### src/core/wdw_pkg.sv
// Shared constants, register map and decode helpers for the windowed watchdog.
package wdw_pkg;

    // ==========================================================================
    // Clocking and time base
    // ==========================================================================
    localparam int CLK_HZ = 25_000_000;
    localparam int OSC_HZ = 32_000;
    // System clocks per low-power oscillator tick, rounded down.
    localparam int OSC_DIV = CLK_HZ / OSC_HZ;
    localparam int BASE_SHORT_MS = 1;
    localparam int BASE_LONG_MS = 4;
    // Oscillator ticks per base timeout in each prescaler mode.
    localparam int PRE_SHORT = OSC_HZ * BASE_SHORT_MS / 1000;
    localparam int PRE_LONG = OSC_HZ * BASE_LONG_MS / 1000;
    localparam int CNT_W = 23;

    // ==========================================================================
    // Register map
    // ==========================================================================
    localparam int AXI_AW = 4;
    localparam logic [AXI_AW-1:0] ADDR_CFG = 4'h0;
    localparam logic [AXI_AW-1:0] ADDR_RSTCTL = 4'h4;
    localparam logic [AXI_AW-1:0] ADDR_CNT = 4'h8;
    localparam logic [1:0] RESP_OKAY = 2'h0;
    localparam logic [1:0] RESP_SLVERR = 2'h2;

    // Configuration register fields.
    localparam int CFG_POST_LSB = 0;
    localparam int CFG_PRE_BIT = 4;
    localparam int CFG_WIN_BIT = 6;
    localparam int CFG_HWEN_BIT = 7;

    // Reset control register fields and reset values.
    localparam int RSTCTL_IDLE_BIT = 2;
    localparam int RSTCTL_SLEEP_BIT = 3;
    localparam int RSTCTL_TO_BIT = 4;
    localparam int RSTCTL_SWEN_BIT = 5;
    localparam logic RST_FLAG = 1'b0;
    localparam logic RST_SWEN = 1'b0;

    // Power state of the device as seen by the watchdog.
    typedef enum logic [1:0] {
        ST_RUN = 2'h0,
        ST_IDLE = 2'h1,
        ST_SLEEP = 2'h3
    } wdw_state_e;

    // True for every word address that holds a register.
    function automatic logic reg_mapped(input logic [AXI_AW-1:0] addr);
        return (addr == ADDR_CFG) || (addr == ADDR_RSTCTL) || (addr == ADDR_CNT);
    endfunction : reg_mapped

endpackage : wdw_pkg

### src/core/wdw_axil_slave.sv
// AXI4-Lite slave front end that turns bus traffic into register strobes.
`timescale 1ns/1ps
module wdw_axil_slave (
    // Clock and reset
    input wire logic clk,
    input wire logic resetn,
    // Write address and data channels
    input wire logic [wdw_pkg::AXI_AW-1:0] s_axi_awaddr,
    input wire logic s_axi_awvalid,
    output logic s_axi_awready,
    input wire logic [31:0] s_axi_wdata,
    input wire logic [3:0] s_axi_wstrb,
    input wire logic s_axi_wvalid,
    output logic s_axi_wready,
    // Write response channel
    output logic [1:0] s_axi_bresp,
    output logic s_axi_bvalid,
    input wire logic s_axi_bready,
    // Read channels
    input wire logic [wdw_pkg::AXI_AW-1:0] s_axi_araddr,
    input wire logic s_axi_arvalid,
    output logic s_axi_arready,
    output logic [31:0] s_axi_rdata,
    output logic [1:0] s_axi_rresp,
    output logic s_axi_rvalid,
    input wire logic s_axi_rready,
    // Register side
    output logic reg_wr_en,
    output logic [wdw_pkg::AXI_AW-1:0] reg_wr_addr,
    output logic [31:0] reg_wr_data,
    output logic [3:0] reg_wr_strb,
    output logic [wdw_pkg::AXI_AW-1:0] reg_rd_addr,
    input wire logic [31:0] reg_rd_data
);

    logic aw_have_q;
    logic w_have_q;
    logic [wdw_pkg::AXI_AW-1:0] awaddr_q;
    logic [31:0] wdata_q;
    logic [3:0] wstrb_q;
    logic bvalid_q;
    logic [1:0] bresp_q;
    logic rvalid_q;
    logic [31:0] rdata_q;
    logic [1:0] rresp_q;
    logic wr_fire;

    // Each holding slot accepts a new beat only while empty.
    assign s_axi_awready = !aw_have_q;
    assign s_axi_wready = !w_have_q;
    assign s_axi_arready = !rvalid_q;
    assign wr_fire = aw_have_q && w_have_q && !bvalid_q;

    // Write strobes go to the register file once both halves are held and no write response is pending.
    assign reg_wr_en = wr_fire;
    assign reg_wr_addr = awaddr_q;
    assign reg_wr_data = wdata_q;
    assign reg_wr_strb = wstrb_q;
    assign reg_rd_addr = s_axi_araddr;
    assign s_axi_bvalid = bvalid_q;
    assign s_axi_bresp = bresp_q;
    assign s_axi_rvalid = rvalid_q;
    assign s_axi_rdata = rdata_q;
    assign s_axi_rresp = rresp_q;

    // Address and data may arrive in either order; each is held until used.
    always_ff @(posedge clk)
    begin
        if (!resetn)
        begin
            aw_have_q <= 1'b0;
            w_have_q <= 1'b0;
            awaddr_q <= '0;
            wdata_q <= '0;
            wstrb_q <= '0;
        end
        else
        begin
            if (s_axi_awvalid && !aw_have_q)
            begin
                aw_have_q <= 1'b1;
                awaddr_q <= s_axi_awaddr;
            end
            else if (wr_fire)
                aw_have_q <= 1'b0;
            if (s_axi_wvalid && !w_have_q)
            begin
                w_have_q <= 1'b1;
                wdata_q <= s_axi_wdata;
                wstrb_q <= s_axi_wstrb;
            end
            else if (wr_fire)
                w_have_q <= 1'b0;
        end
    end

    // Write response, with an error for an unmapped address.
    always_ff @(posedge clk)
    begin
        if (!resetn)
        begin
            bvalid_q <= 1'b0;
            bresp_q <= wdw_pkg::RESP_OKAY;
        end
        else if (wr_fire)
        begin
            bvalid_q <= 1'b1;
            bresp_q <= wdw_pkg::reg_mapped(awaddr_q) ? wdw_pkg::RESP_OKAY
                                                     : wdw_pkg::RESP_SLVERR;
        end
        else if (s_axi_bready)
            bvalid_q <= 1'b0;
    end

    // Read data is captured at the address handshake and held until taken.
    always_ff @(posedge clk)
    begin
        if (!resetn)
        begin
            rvalid_q <= 1'b0;
            rdata_q <= '0;
            rresp_q <= wdw_pkg::RESP_OKAY;
        end
        else if (s_axi_arvalid && !rvalid_q)
        begin
            rvalid_q <= 1'b1;
            rdata_q <= reg_rd_data;
            rresp_q <= wdw_pkg::reg_mapped(s_axi_araddr) ? wdw_pkg::RESP_OKAY
                                                         : wdw_pkg::RESP_SLVERR;
        end
        else if (s_axi_rready)
            rvalid_q <= 1'b0;
    end

endmodule : wdw_axil_slave

### src/core/wdw_timer.sv
// Windowed watchdog timer with prescaler, postscaler and reset control flags.
//
// Design decisions made here: register access over AXI4-Lite and the register addresses.
`timescale 1ns/1ps
// Operation
// - Count from the low-power oscillator; enabling the watchdog turns it on.
// - Prescaler divides by 128 when select is 1, by 32 when 0.
// - Base timeout is 1 ms or 4 ms at the nominal oscillator rate.
// - Four-bit postscaler field gives ratios 1:1 up to 1:32,768.
// - Device reset and completed clock switch clear all watchdog counts.
// - Entering and leaving sleep or idle clear all watchdog counts.
// - Clear instruction in normal execution clears all watchdog counts.
// - Watchdog runs in sleep and idle; timeout there wakes the device.
// - Timeout flag stays set until software clears it.
// - Hardware enable forces watchdog and oscillator on; software enable writes ignored.
// - Without hardware enable, software bit starts and stops; reset clears it.
// - In window mode a clear before the last quarter resets the device.
module wdw_timer #(
    parameter int OSC_DIV = wdw_pkg::OSC_DIV
) (
    // Clock and reset
    input wire logic clk,
    input wire logic resetn,
    // AXI4-Lite register port
    input wire logic [wdw_pkg::AXI_AW-1:0] s_axi_awaddr,
    input wire logic s_axi_awvalid,
    output logic s_axi_awready,
    input wire logic [31:0] s_axi_wdata,
    input wire logic [3:0] s_axi_wstrb,
    input wire logic s_axi_wvalid,
    output logic s_axi_wready,
    output logic [1:0] s_axi_bresp,
    output logic s_axi_bvalid,
    input wire logic s_axi_bready,
    input wire logic [wdw_pkg::AXI_AW-1:0] s_axi_araddr,
    input wire logic s_axi_arvalid,
    output logic s_axi_arready,
    output logic [31:0] s_axi_rdata,
    output logic [1:0] s_axi_rresp,
    output logic s_axi_rvalid,
    input wire logic s_axi_rready,
    // Configuration bits
    input wire logic hw_watchdog_enable,
    input wire logic window_disable,
    input wire logic prescale_select,
    input wire logic [3:0] postscale_select,
    // Core events
    input wire logic clear_watchdog_instr,
    input wire logic power_save_instr,
    input wire logic power_save_idle,
    input wire logic wake_event,
    input wire logic sys_reset,
    input wire logic clk_switch_done,
    // Status outputs
    output logic low_power_rc_osc_on,
    output logic dog_reset_req,
    output logic wake_req,
    output logic sleep_active,
    output logic idle_active
);

    // ==========================================================================
    // Declarations
    // ==========================================================================
    localparam int DIV_W = $clog2(OSC_DIV + 1);
    localparam logic [DIV_W-1:0] DIV_LAST = DIV_W'(OSC_DIV - 1);

    logic [DIV_W-1:0] div_q;
    logic [wdw_pkg::CNT_W-1:0] cnt_q;
    logic [wdw_pkg::CNT_W-1:0] per_m1;
    logic [wdw_pkg::CNT_W-1:0] win_open;
    wdw_pkg::wdw_state_e state_q;
    logic swen_q, to_flag_q, sleep_flag_q, idle_flag_q, reset_req_q, wake_req_q;
    logic dog_en, tick, run, timeout, save_enter, save_exit, early_clr, bite, cnt_clr;
    logic reg_wr_en;
    logic [wdw_pkg::AXI_AW-1:0] reg_wr_addr;
    logic [31:0] reg_wr_data;
    logic [3:0] reg_wr_strb;
    logic [wdw_pkg::AXI_AW-1:0] reg_rd_addr;
    logic [31:0] reg_rd_data;
    logic rstctl_wr;

    // Last count of a full period, in oscillator ticks.
    function automatic logic [wdw_pkg::CNT_W-1:0] period_m1(input logic pre,
                                                           input logic [3:0] post);
        logic [wdw_pkg::CNT_W-1:0] base;
        base = pre ? wdw_pkg::CNT_W'(wdw_pkg::PRE_LONG) : wdw_pkg::CNT_W'(wdw_pkg::PRE_SHORT);
        return (base << post) - wdw_pkg::CNT_W'(1);
    endfunction : period_m1

    // ==========================================================================
    // Register bus
    // ==========================================================================
    wdw_axil_slave u_bus (
        .clk(clk),
        .resetn(resetn),
        .s_axi_awaddr(s_axi_awaddr),
        .s_axi_awvalid(s_axi_awvalid),
        .s_axi_awready(s_axi_awready),
        .s_axi_wdata(s_axi_wdata),
        .s_axi_wstrb(s_axi_wstrb),
        .s_axi_wvalid(s_axi_wvalid),
        .s_axi_wready(s_axi_wready),
        .s_axi_bresp(s_axi_bresp),
        .s_axi_bvalid(s_axi_bvalid),
        .s_axi_bready(s_axi_bready),
        .s_axi_araddr(s_axi_araddr),
        .s_axi_arvalid(s_axi_arvalid),
        .s_axi_arready(s_axi_arready),
        .s_axi_rdata(s_axi_rdata),
        .s_axi_rresp(s_axi_rresp),
        .s_axi_rvalid(s_axi_rvalid),
        .s_axi_rready(s_axi_rready),
        .reg_wr_en(reg_wr_en),
        .reg_wr_addr(reg_wr_addr),
        .reg_wr_data(reg_wr_data),
        .reg_wr_strb(reg_wr_strb),
        .reg_rd_addr(reg_rd_addr),
        .reg_rd_data(reg_rd_data)
    );

    // Only the low byte of the reset control register holds writable bits.
    assign rstctl_wr = reg_wr_en && (reg_wr_addr == wdw_pkg::ADDR_RSTCTL) && reg_wr_strb[0];

    // Read mux over configuration, reset control and live count.
    always_comb
    begin
        reg_rd_data = '0;
        unique case (reg_rd_addr)
            wdw_pkg::ADDR_CFG:
            begin
                reg_rd_data[wdw_pkg::CFG_POST_LSB +: 4] = postscale_select;
                reg_rd_data[wdw_pkg::CFG_PRE_BIT] = prescale_select;
                reg_rd_data[wdw_pkg::CFG_WIN_BIT] = window_disable;
                reg_rd_data[wdw_pkg::CFG_HWEN_BIT] = hw_watchdog_enable;
            end
            wdw_pkg::ADDR_RSTCTL:
            begin
                reg_rd_data[wdw_pkg::RSTCTL_SWEN_BIT] = swen_q;
                reg_rd_data[wdw_pkg::RSTCTL_TO_BIT] = to_flag_q;
                reg_rd_data[wdw_pkg::RSTCTL_SLEEP_BIT] = sleep_flag_q;
                reg_rd_data[wdw_pkg::RSTCTL_IDLE_BIT] = idle_flag_q;
            end
            wdw_pkg::ADDR_CNT:
                reg_rd_data[wdw_pkg::CNT_W-1:0] = cnt_q;
            default:
                reg_rd_data = '0;
        endcase
    end

    // ==========================================================================
    // Oscillator and counters
    // ==========================================================================
    // hardware enable override
    assign dog_en = hw_watchdog_enable || swen_q;
    assign low_power_rc_osc_on = dog_en;

    // Oscillator tick generator; stopped and zeroed while the oscillator is off.
    always_ff @(posedge clk)
    begin
        if (!resetn || !dog_en)
            div_q <= '0;
        else if (div_q == DIV_LAST)
            div_q <= '0;
        else
            div_q <= div_q + DIV_W'(1);
    end
    assign tick = dog_en && (div_q == DIV_LAST);

    assign per_m1 = period_m1(prescale_select, postscale_select);
    // The window opens after three quarters of the full period.
    assign win_open = (per_m1 + wdw_pkg::CNT_W'(1)) - ((per_m1 + wdw_pkg::CNT_W'(1)) >> 2);

    assign run = (state_q == wdw_pkg::ST_RUN);
    assign timeout = tick && (cnt_q == per_m1);
    assign save_enter = run && power_save_instr;
    assign save_exit = !run && (wake_event || timeout);
    assign early_clr = run && clear_watchdog_instr && dog_en && !window_disable
                       && (cnt_q < win_open);
    assign bite = (run && timeout) || early_clr;

    // power save entry and exit clear
    assign cnt_clr = sys_reset || clk_switch_done || save_enter || save_exit
                     || (run && clear_watchdog_instr) || !dog_en || timeout;

    // Combined prescaler and postscaler count in oscillator ticks.
    always_ff @(posedge clk)
    begin
        if (!resetn || cnt_clr)
            cnt_q <= '0;
        else if (tick)
            cnt_q <= cnt_q + wdw_pkg::CNT_W'(1);
    end

    // ==========================================================================
    // Power state and events
    // ==========================================================================
    // Power state follows the core's power-save instruction and wake events.
    always_ff @(posedge clk)
    begin
        if (!resetn || sys_reset)
            state_q <= wdw_pkg::ST_RUN;
        else
        begin
            unique case (state_q)
                wdw_pkg::ST_RUN:
                    if (power_save_instr)
                        state_q <= power_save_idle ? wdw_pkg::ST_IDLE : wdw_pkg::ST_SLEEP;
                wdw_pkg::ST_IDLE, wdw_pkg::ST_SLEEP:
                    if (save_exit)
                        state_q <= wdw_pkg::ST_RUN;
                default:
                    state_q <= wdw_pkg::ST_RUN;
            endcase
        end
    end
    assign sleep_active = (state_q == wdw_pkg::ST_SLEEP);
    assign idle_active = (state_q == wdw_pkg::ST_IDLE);

    // One-cycle reset and wake requests toward the system.
    always_ff @(posedge clk)
    begin
        if (!resetn)
        begin
            reset_req_q <= 1'b0;
            wake_req_q <= 1'b0;
        end
        else
        begin
            reset_req_q <= bite;
            wake_req_q <= !run && timeout;
        end
    end
    assign dog_reset_req = reset_req_q;
    assign wake_req = wake_req_q;

    // ==========================================================================
    // Reset control flags
    // ==========================================================================
    // software enable, cleared by any reset
    always_ff @(posedge clk)
    begin
        if (!resetn || sys_reset || bite)
            swen_q <= wdw_pkg::RST_SWEN;
        else if (rstctl_wr && !hw_watchdog_enable)
            swen_q <= reg_wr_data[wdw_pkg::RSTCTL_SWEN_BIT];
    end

    always_ff @(posedge clk)
    begin
        if (!resetn)
            to_flag_q <= wdw_pkg::RST_FLAG;
        else if (bite)
            to_flag_q <= 1'b1;
        else if (rstctl_wr && !reg_wr_data[wdw_pkg::RSTCTL_TO_BIT])
            to_flag_q <= 1'b0;
    end

    // power flags left for software to clear
    always_ff @(posedge clk)
    begin
        if (!resetn)
        begin
            sleep_flag_q <= wdw_pkg::RST_FLAG;
            idle_flag_q <= wdw_pkg::RST_FLAG;
        end
        else
        begin
            if (save_enter && !power_save_idle)
                sleep_flag_q <= 1'b1;
            else if (rstctl_wr && !reg_wr_data[wdw_pkg::RSTCTL_SLEEP_BIT])
                sleep_flag_q <= 1'b0;
            if (save_enter && power_save_idle)
                idle_flag_q <= 1'b1;
            else if (rstctl_wr && !reg_wr_data[wdw_pkg::RSTCTL_IDLE_BIT])
                idle_flag_q <= 1'b0;
        end
    end
endmodule : wdw_timer

### config.mk
export PLATFORM = sky130hd
export DESIGN_NAME = wdw_timer
export DESIGN_NICKNAME = d
export VERILOG_FILES = /design/src/core/wdw_pkg.sv /design/src/core/wdw_axil_slave.sv /design/src/core/wdw_timer.sv
export SDC_FILE = /design/constraint.sdc
export NUM_CORES = 1
export LEC_CHECK = 0
export ABC_AREA = 1
export BUFFER_PORTS_ARGS = -buffer_cell sky130_fd_sc_hd__buf_4
export CAP_MARGIN = 20
export CORE_ASPECT_RATIO = 1.2
export CORE_MARGIN = 8
export CORE_UTILIZATION = 25
export DETAILED_ROUTE_END_ITERATION = 12
export HOLD_SLACK_MARGIN = 0.08
export MAX_ROUTING_LAYER = met4
export SLEW_MARGIN = 20
export SYNTH_ARGS = -nofsm -noshare
export SYNTH_HDL_FRONTEND = slang
export SYNTH_SLANG_ARGS = --single-unit
### constraint.sdc
create_clock -name clk -period 6 [get_ports clk]
set_input_delay 0.9 -clock clk [delete_from_list [all_inputs] [get_ports clk]]
set_output_delay 0.9 -clock clk [all_outputs]
set_load 0.01 [all_outputs]
==> run_summary.xml <==
<?xml version="1.0" encoding="UTF-8"?>
<metrics>
  <group name="setup_path">
    <metric name="critical_path.max_fanout" unit="">11</metric>
    <metric name="cell_with_the_largest_stage_delay_on_the_worst_path" unit="">sky130_fd_sc_hd__a21oi_1</metric>
    <metric name="end_kind" unit="">flop</metric>
    <metric name="timing.critical_path.slowest_cell_delay" unit="ns">0.32</metric>
    <metric name="r2r-end" unit="">cnt_q[2]</metric>
    <metric name="r2r_setup_slack" unit="ns">3.19</metric>
    <metric name="path_buf_inv" unit="">6</metric>
    <metric name="start_kind" unit="">primary input</metric>
    <metric name="path_delay_family" unit="">compound AO/OA/AOI/OAI gates</metric>
    <metric name="timing.rr.start" unit="">div_q[8]</metric>
    <metric name="critPathLaunch" unit="">postscale_select[2]</metric>
    <metric name="arrival" unit="ns">5.58</metric>
    <metric name="crit_end" unit="">dog_reset_req</metric>
    <metric name="crit_type" unit="">in2reg</metric>
    <metric name="worst-r2r-cell-count" unit="">13</metric>
    <metric name="worst-path-stages" unit="">28</metric>
    <metric name="cp_data_required_time" unit="ns">6.28</metric>
  </group>
  <group name="timing">
    <metric name="grt_setup_unrepaired" unit="">false</metric>
    <metric name="fin_tns_setup" unit="ns">0</metric>
    <metric name="max_slew_margin" unit="">0.492</metric>
    <metric name="final-hold-violation-count" unit="">0</metric>
    <metric name="layout_min_cycle_time" unit="ns">5.30</metric>
    <metric name="min_period_over_period" unit="">0.884</metric>
    <metric name="achievable-frequency" unit="MHz">189</metric>
    <metric name="finalSetupViolations" unit="">0</metric>
    <metric name="max_slew_violation_total_from_the_final_report" unit="">0</metric>
    <metric name="final.setup_skew" unit="ns">0.00775</metric>
    <metric name="tightest_slew" unit="ns">0.743</metric>
  </group>
  <group name="yosys">
    <metric name="netlist-cell-type-count" unit="">50</metric>
    <metric name="yosys_register_bits" unit="">79</metric>
    <metric name="synth_top_area_share" unit="">0.252</metric>
    <metric name="synth_largest_area_cell" unit="">sky130_fd_sc_hd__dfxtp_1</metric>
    <metric name="synth_edf_count" unit="">0</metric>
    <metric name="synth_warnings" unit="">0</metric>
    <metric name="ys.flop_type" unit="">sky130_fd_sc_hd__dfxtp_1</metric>
    <metric name="ys_top_cells_by_area" unit="">sky130_fd_sc_hd__dfxtp_1 (25%), sky130_fd_sc_hd__nand2_1 (12%), sky130_fd_sc_hd__ha_1 (8.2%), sky130_fd_sc_hd__inv_1 (6.8%), sky130_fd_sc_hd__nor2_1 (5.5%)</metric>
    <metric name="postSynthAreaPerCell" unit="µm²">6.68</metric>
    <metric name="ys_async_sr_fraction" unit="">0</metric>
    <metric name="synth_area" unit="µm²">6280</metric>
    <metric name="synth_seq_area_share" unit="">0.252</metric>
    <metric name="syn_inst" unit="">940</metric>
  </group>
  <group name="routing">
    <metric name="routed_wire_length_per_instance" unit="µm">12.7</metric>
    <metric name="antenna_viol_nets_final" unit="">0</metric>
    <metric name="drtPass1Iterations" unit="">4</metric>
    <metric name="highest-signal-layer" unit="">met4</metric>
    <metric name="wirelength_met1" unit="mm">7.61</metric>
    <metric name="num_vias" unit="">5970</metric>
    <metric name="routed_via_density" unit="">4.49</metric>
    <metric name="drtIter0Drc" unit="">254</metric>
    <metric name="wl_met2" unit="mm">8.35</metric>
    <metric name="routed_met3_length" unit="µm">550</metric>
    <metric name="postRouteWirelength" unit="mm">16.8</metric>
    <metric name="route.detailed.drc" unit="">0</metric>
  </group>
  <group name="die">
    <metric name="io_pins" unit="">110</metric>
    <metric name="placeable_core_region" unit="µm²">24700</metric>
    <metric name="die_y" unit="µm">190</metric>
    <metric name="fp.dieArea" unit="µm²">30500</metric>
    <metric name="die_width" unit="µm">161</metric>
    <metric name="floorplan.rows" unit="">63</metric>
    <metric name="initial_utilization" unit="">0.254</metric>
  </group>
  <group name="placement">
    <metric name="dpl-instance-area" unit="µm²">7050</metric>
    <metric name="place_hpwl" unit="mm">13.9</metric>
    <metric name="place_congestion" unit="">0.884</metric>
    <metric name="portBuffers" unit="">67</metric>
  </group>
  <group name="final_layout">
    <metric name="num-fill-cells" unit="">2712</metric>
    <metric name="diodes" unit="">0</metric>
    <metric name="fin_nets" unit="">1107</metric>
    <metric name="layout_commonest_cell" unit="">sky130_fd_sc_hd__nand2_1</metric>
    <metric name="mostFrequentLayoutCells" unit="">sky130_fd_sc_hd__nand2_1 (203), sky130_fd_sc_hd__inv_1 (114), sky130_fd_sc_hd__nor2_1 (92)</metric>
    <metric name="layout.cell_area.non_filler" unit="µm²">7320</metric>
    <metric name="multi_input_area" unit="µm²">4030</metric>
    <metric name="area_growth" unit="%">16.6</metric>
    <metric name="layout-drive-gt1-share" unit="">0.165</metric>
    <metric name="ff_latch_area" unit="µm²">1580</metric>
  </group>
  <group name="clock_tree">
    <metric name="clock_tree.buffer_depth" unit="">2</metric>
    <metric name="worst_skew_pair.late_latency" unit="ns">0.34</metric>
    <metric name="worst_setup_hold_path_clk_slew" unit="ns">0.06</metric>
    <metric name="cts_max_level" unit="">3</metric>
    <metric name="postCtsResizedCells" unit="">0</metric>
    <metric name="post_cts_hold_buffer_count" unit="">0</metric>
    <metric name="cts_root_buffer" unit="">sky130_fd_sc_hd__clkbuf_16</metric>
    <metric name="setup_repair_bufs_after_cts" unit="">0</metric>
    <metric name="cts_tree" unit="">done</metric>
    <metric name="cts_inserted_buffers" unit="">9</metric>
    <metric name="clock_sinks" unit="">79</metric>
  </group>
  <group name="outcome">
    <metric name="status" unit="">completed</metric>
  </group>
  <group name="global_routing">
    <metric name="grt_util_all_layers" unit="">0.116</metric>
    <metric name="grt_first_pass_wirelength" unit="mm">28.7</metric>
    <metric name="first_global_vias" unit="">6001</metric>
    <metric name="grt_start_max_net_pins" unit="">47</metric>
    <metric name="remaining_global_route_overflow" unit="">0</metric>
    <metric name="grt_antenna_before_repair" unit="">0</metric>
  </group>
  <group name="power">
    <metric name="cellPowerDensity" unit="nW/µm²">239</metric>
    <metric name="vdd.ir_drop.worst" unit="V">0.000189</metric>
    <metric name="leakage_component_of_the_power" unit="µW">0.00334</metric>
  </group>
  <group name="worst_hold_path">
    <metric name="hp-class" unit="">reg2reg</metric>
  </group>
  <group name="job">
    <metric name="max-cap-violations" unit="">0</metric>
  </group>
</metrics>
==> cell usage after synthesis, types with 3 or more instances <==
library cell,instances
sky130_fd_sc_hd__a21oi_1,58
sky130_fd_sc_hd__a31oi_1,3
sky130_fd_sc_hd__buf_4,12
sky130_fd_sc_hd__buf_6,4
sky130_fd_sc_hd__clkbuf_1,13
sky130_fd_sc_hd__clkinv_1,3
sky130_fd_sc_hd__dfxtp_1,79
sky130_fd_sc_hd__ha_1,41
sky130_fd_sc_hd__inv_1,114
sky130_fd_sc_hd__inv_2,12
sky130_fd_sc_hd__nand2_1,203
sky130_fd_sc_hd__nand2_2,12
sky130_fd_sc_hd__nand3_1,58
sky130_fd_sc_hd__nand3_2,7
sky130_fd_sc_hd__nand3_4,3
sky130_fd_sc_hd__nand3b_1,5
sky130_fd_sc_hd__nand4_1,28
sky130_fd_sc_hd__nand4_2,3
sky130_fd_sc_hd__nor2_1,92
sky130_fd_sc_hd__nor2_2,25
sky130_fd_sc_hd__nor2_4,3
sky130_fd_sc_hd__nor3_1,16
sky130_fd_sc_hd__nor3_2,3
sky130_fd_sc_hd__o211ai_1,4
sky130_fd_sc_hd__o21a_1,3
sky130_fd_sc_hd__o21ai_0,43
sky130_fd_sc_hd__o21ai_1,3
sky130_fd_sc_hd__o21ai_2,3
sky130_fd_sc_hd__o21bai_1,5
sky130_fd_sc_hd__o221ai_1,6
sky130_fd_sc_hd__or2_2,4
sky130_fd_sc_hd__xnor2_1,13
sky130_fd_sc_hd__xor2_1,37
==> registers in the layout, indices dropped and copies added (netlist names) <==
signal              cells
cnt_q                  23
div_q                  10
dog_reset_req           1
idle_flag_q             1
sleep_flag_q            1
state_q                 2
swen_q                  1
to_flag_q               1
u_bus.aw_have_q         1
u_bus.reg_wr_addr       4
u_bus.reg_wr_data       4
u_bus.reg_wr_strb       1
u_bus.s_axi_bresp       1
u_bus.s_axi_bvalid      1
u_bus.s_axi_rdata      23
u_bus.s_axi_rresp       1
u_bus.s_axi_rvalid      1
u_bus.w_have_q          1
wake_req                1
==> cell families (layout without fill, tap and decap cells) <==
group | after synthesis | in the layout | share of synthesized area
compound gates | 135 | 135 | 0.122
xor+xnor | 50 | 50 | 0.0698
fa+ha+maj | 41 | 41 | 0.0817
buf+inv | 162 | 218 | 0.113
flops | 79 | 79 | 0.252
mux | 1 | 1 | 0.00159
other cells | 1 | 11 | 0.000597
simple gates | 471 | 471 | 0.359
==> worst min path at each step <==
stage,from,end,slack [ns],depth (start not counted)
2_1_floorplan,div_q[0],div_q[0],0.43,1
5_1_grt,div_q[0],div_q[0],0.49,1
4_1_cts,div_q[0],div_q[0],0.47,1
3_3_place_gp,div_q[0],div_q[0],0.45,1
6_report,div_q[0],div_q[0],0.47,1
3_5_place_dp,div_q[0],div_q[0],0.46,1
==> per-stage QoR <==
| stage | hold WS (ns) | worst slack (ns) | power (µW) | instances | util |
|---|---|---|---|---|---|
| finish | 0.472 | 0.699 | 1750 | 1331 | 0.297 |
| global route | 0.493 | 0.181 | 1890 | 1331 | 0.297 |
| CTS | 0.471 | 0.659 | 1770 | 1331 | 0.297 |
| detailed placement | 0.458 | 0.340 | 1270 | 1316 | 0.286 |
| global placement | 0.451 | 0.369 | 1260 | 1316 | 0.286 |
| floorplan | 0.430 | 1.05 | 1100 | 950 | - |
==> metal layers <==
layer	global-route usage	vias up
met5	-	-
met4	0.0490	0
met3	0.0151	23
met2	0.202	117
met1	0.133	2654
li1	-	3176
==> power by group <==
part	internal (µW)	total [µW]	switching, µW
Sequential	545	556	11.3
Clock	288	494	205
Combinational	278	700	422
==> area by class of cell <==
class / instances / area share
clock buffers: 12 / 0.0337
clock inverters: 3 / 0.00274
inverters: 130 / 0.0670
multi-input cells: 709 / 0.550
flip-flops and latches: 79 / 0.216
well taps: 325 / 0.0556
repair buffers: 73 / 0.0749
Power figures use the tool's default switching activity.
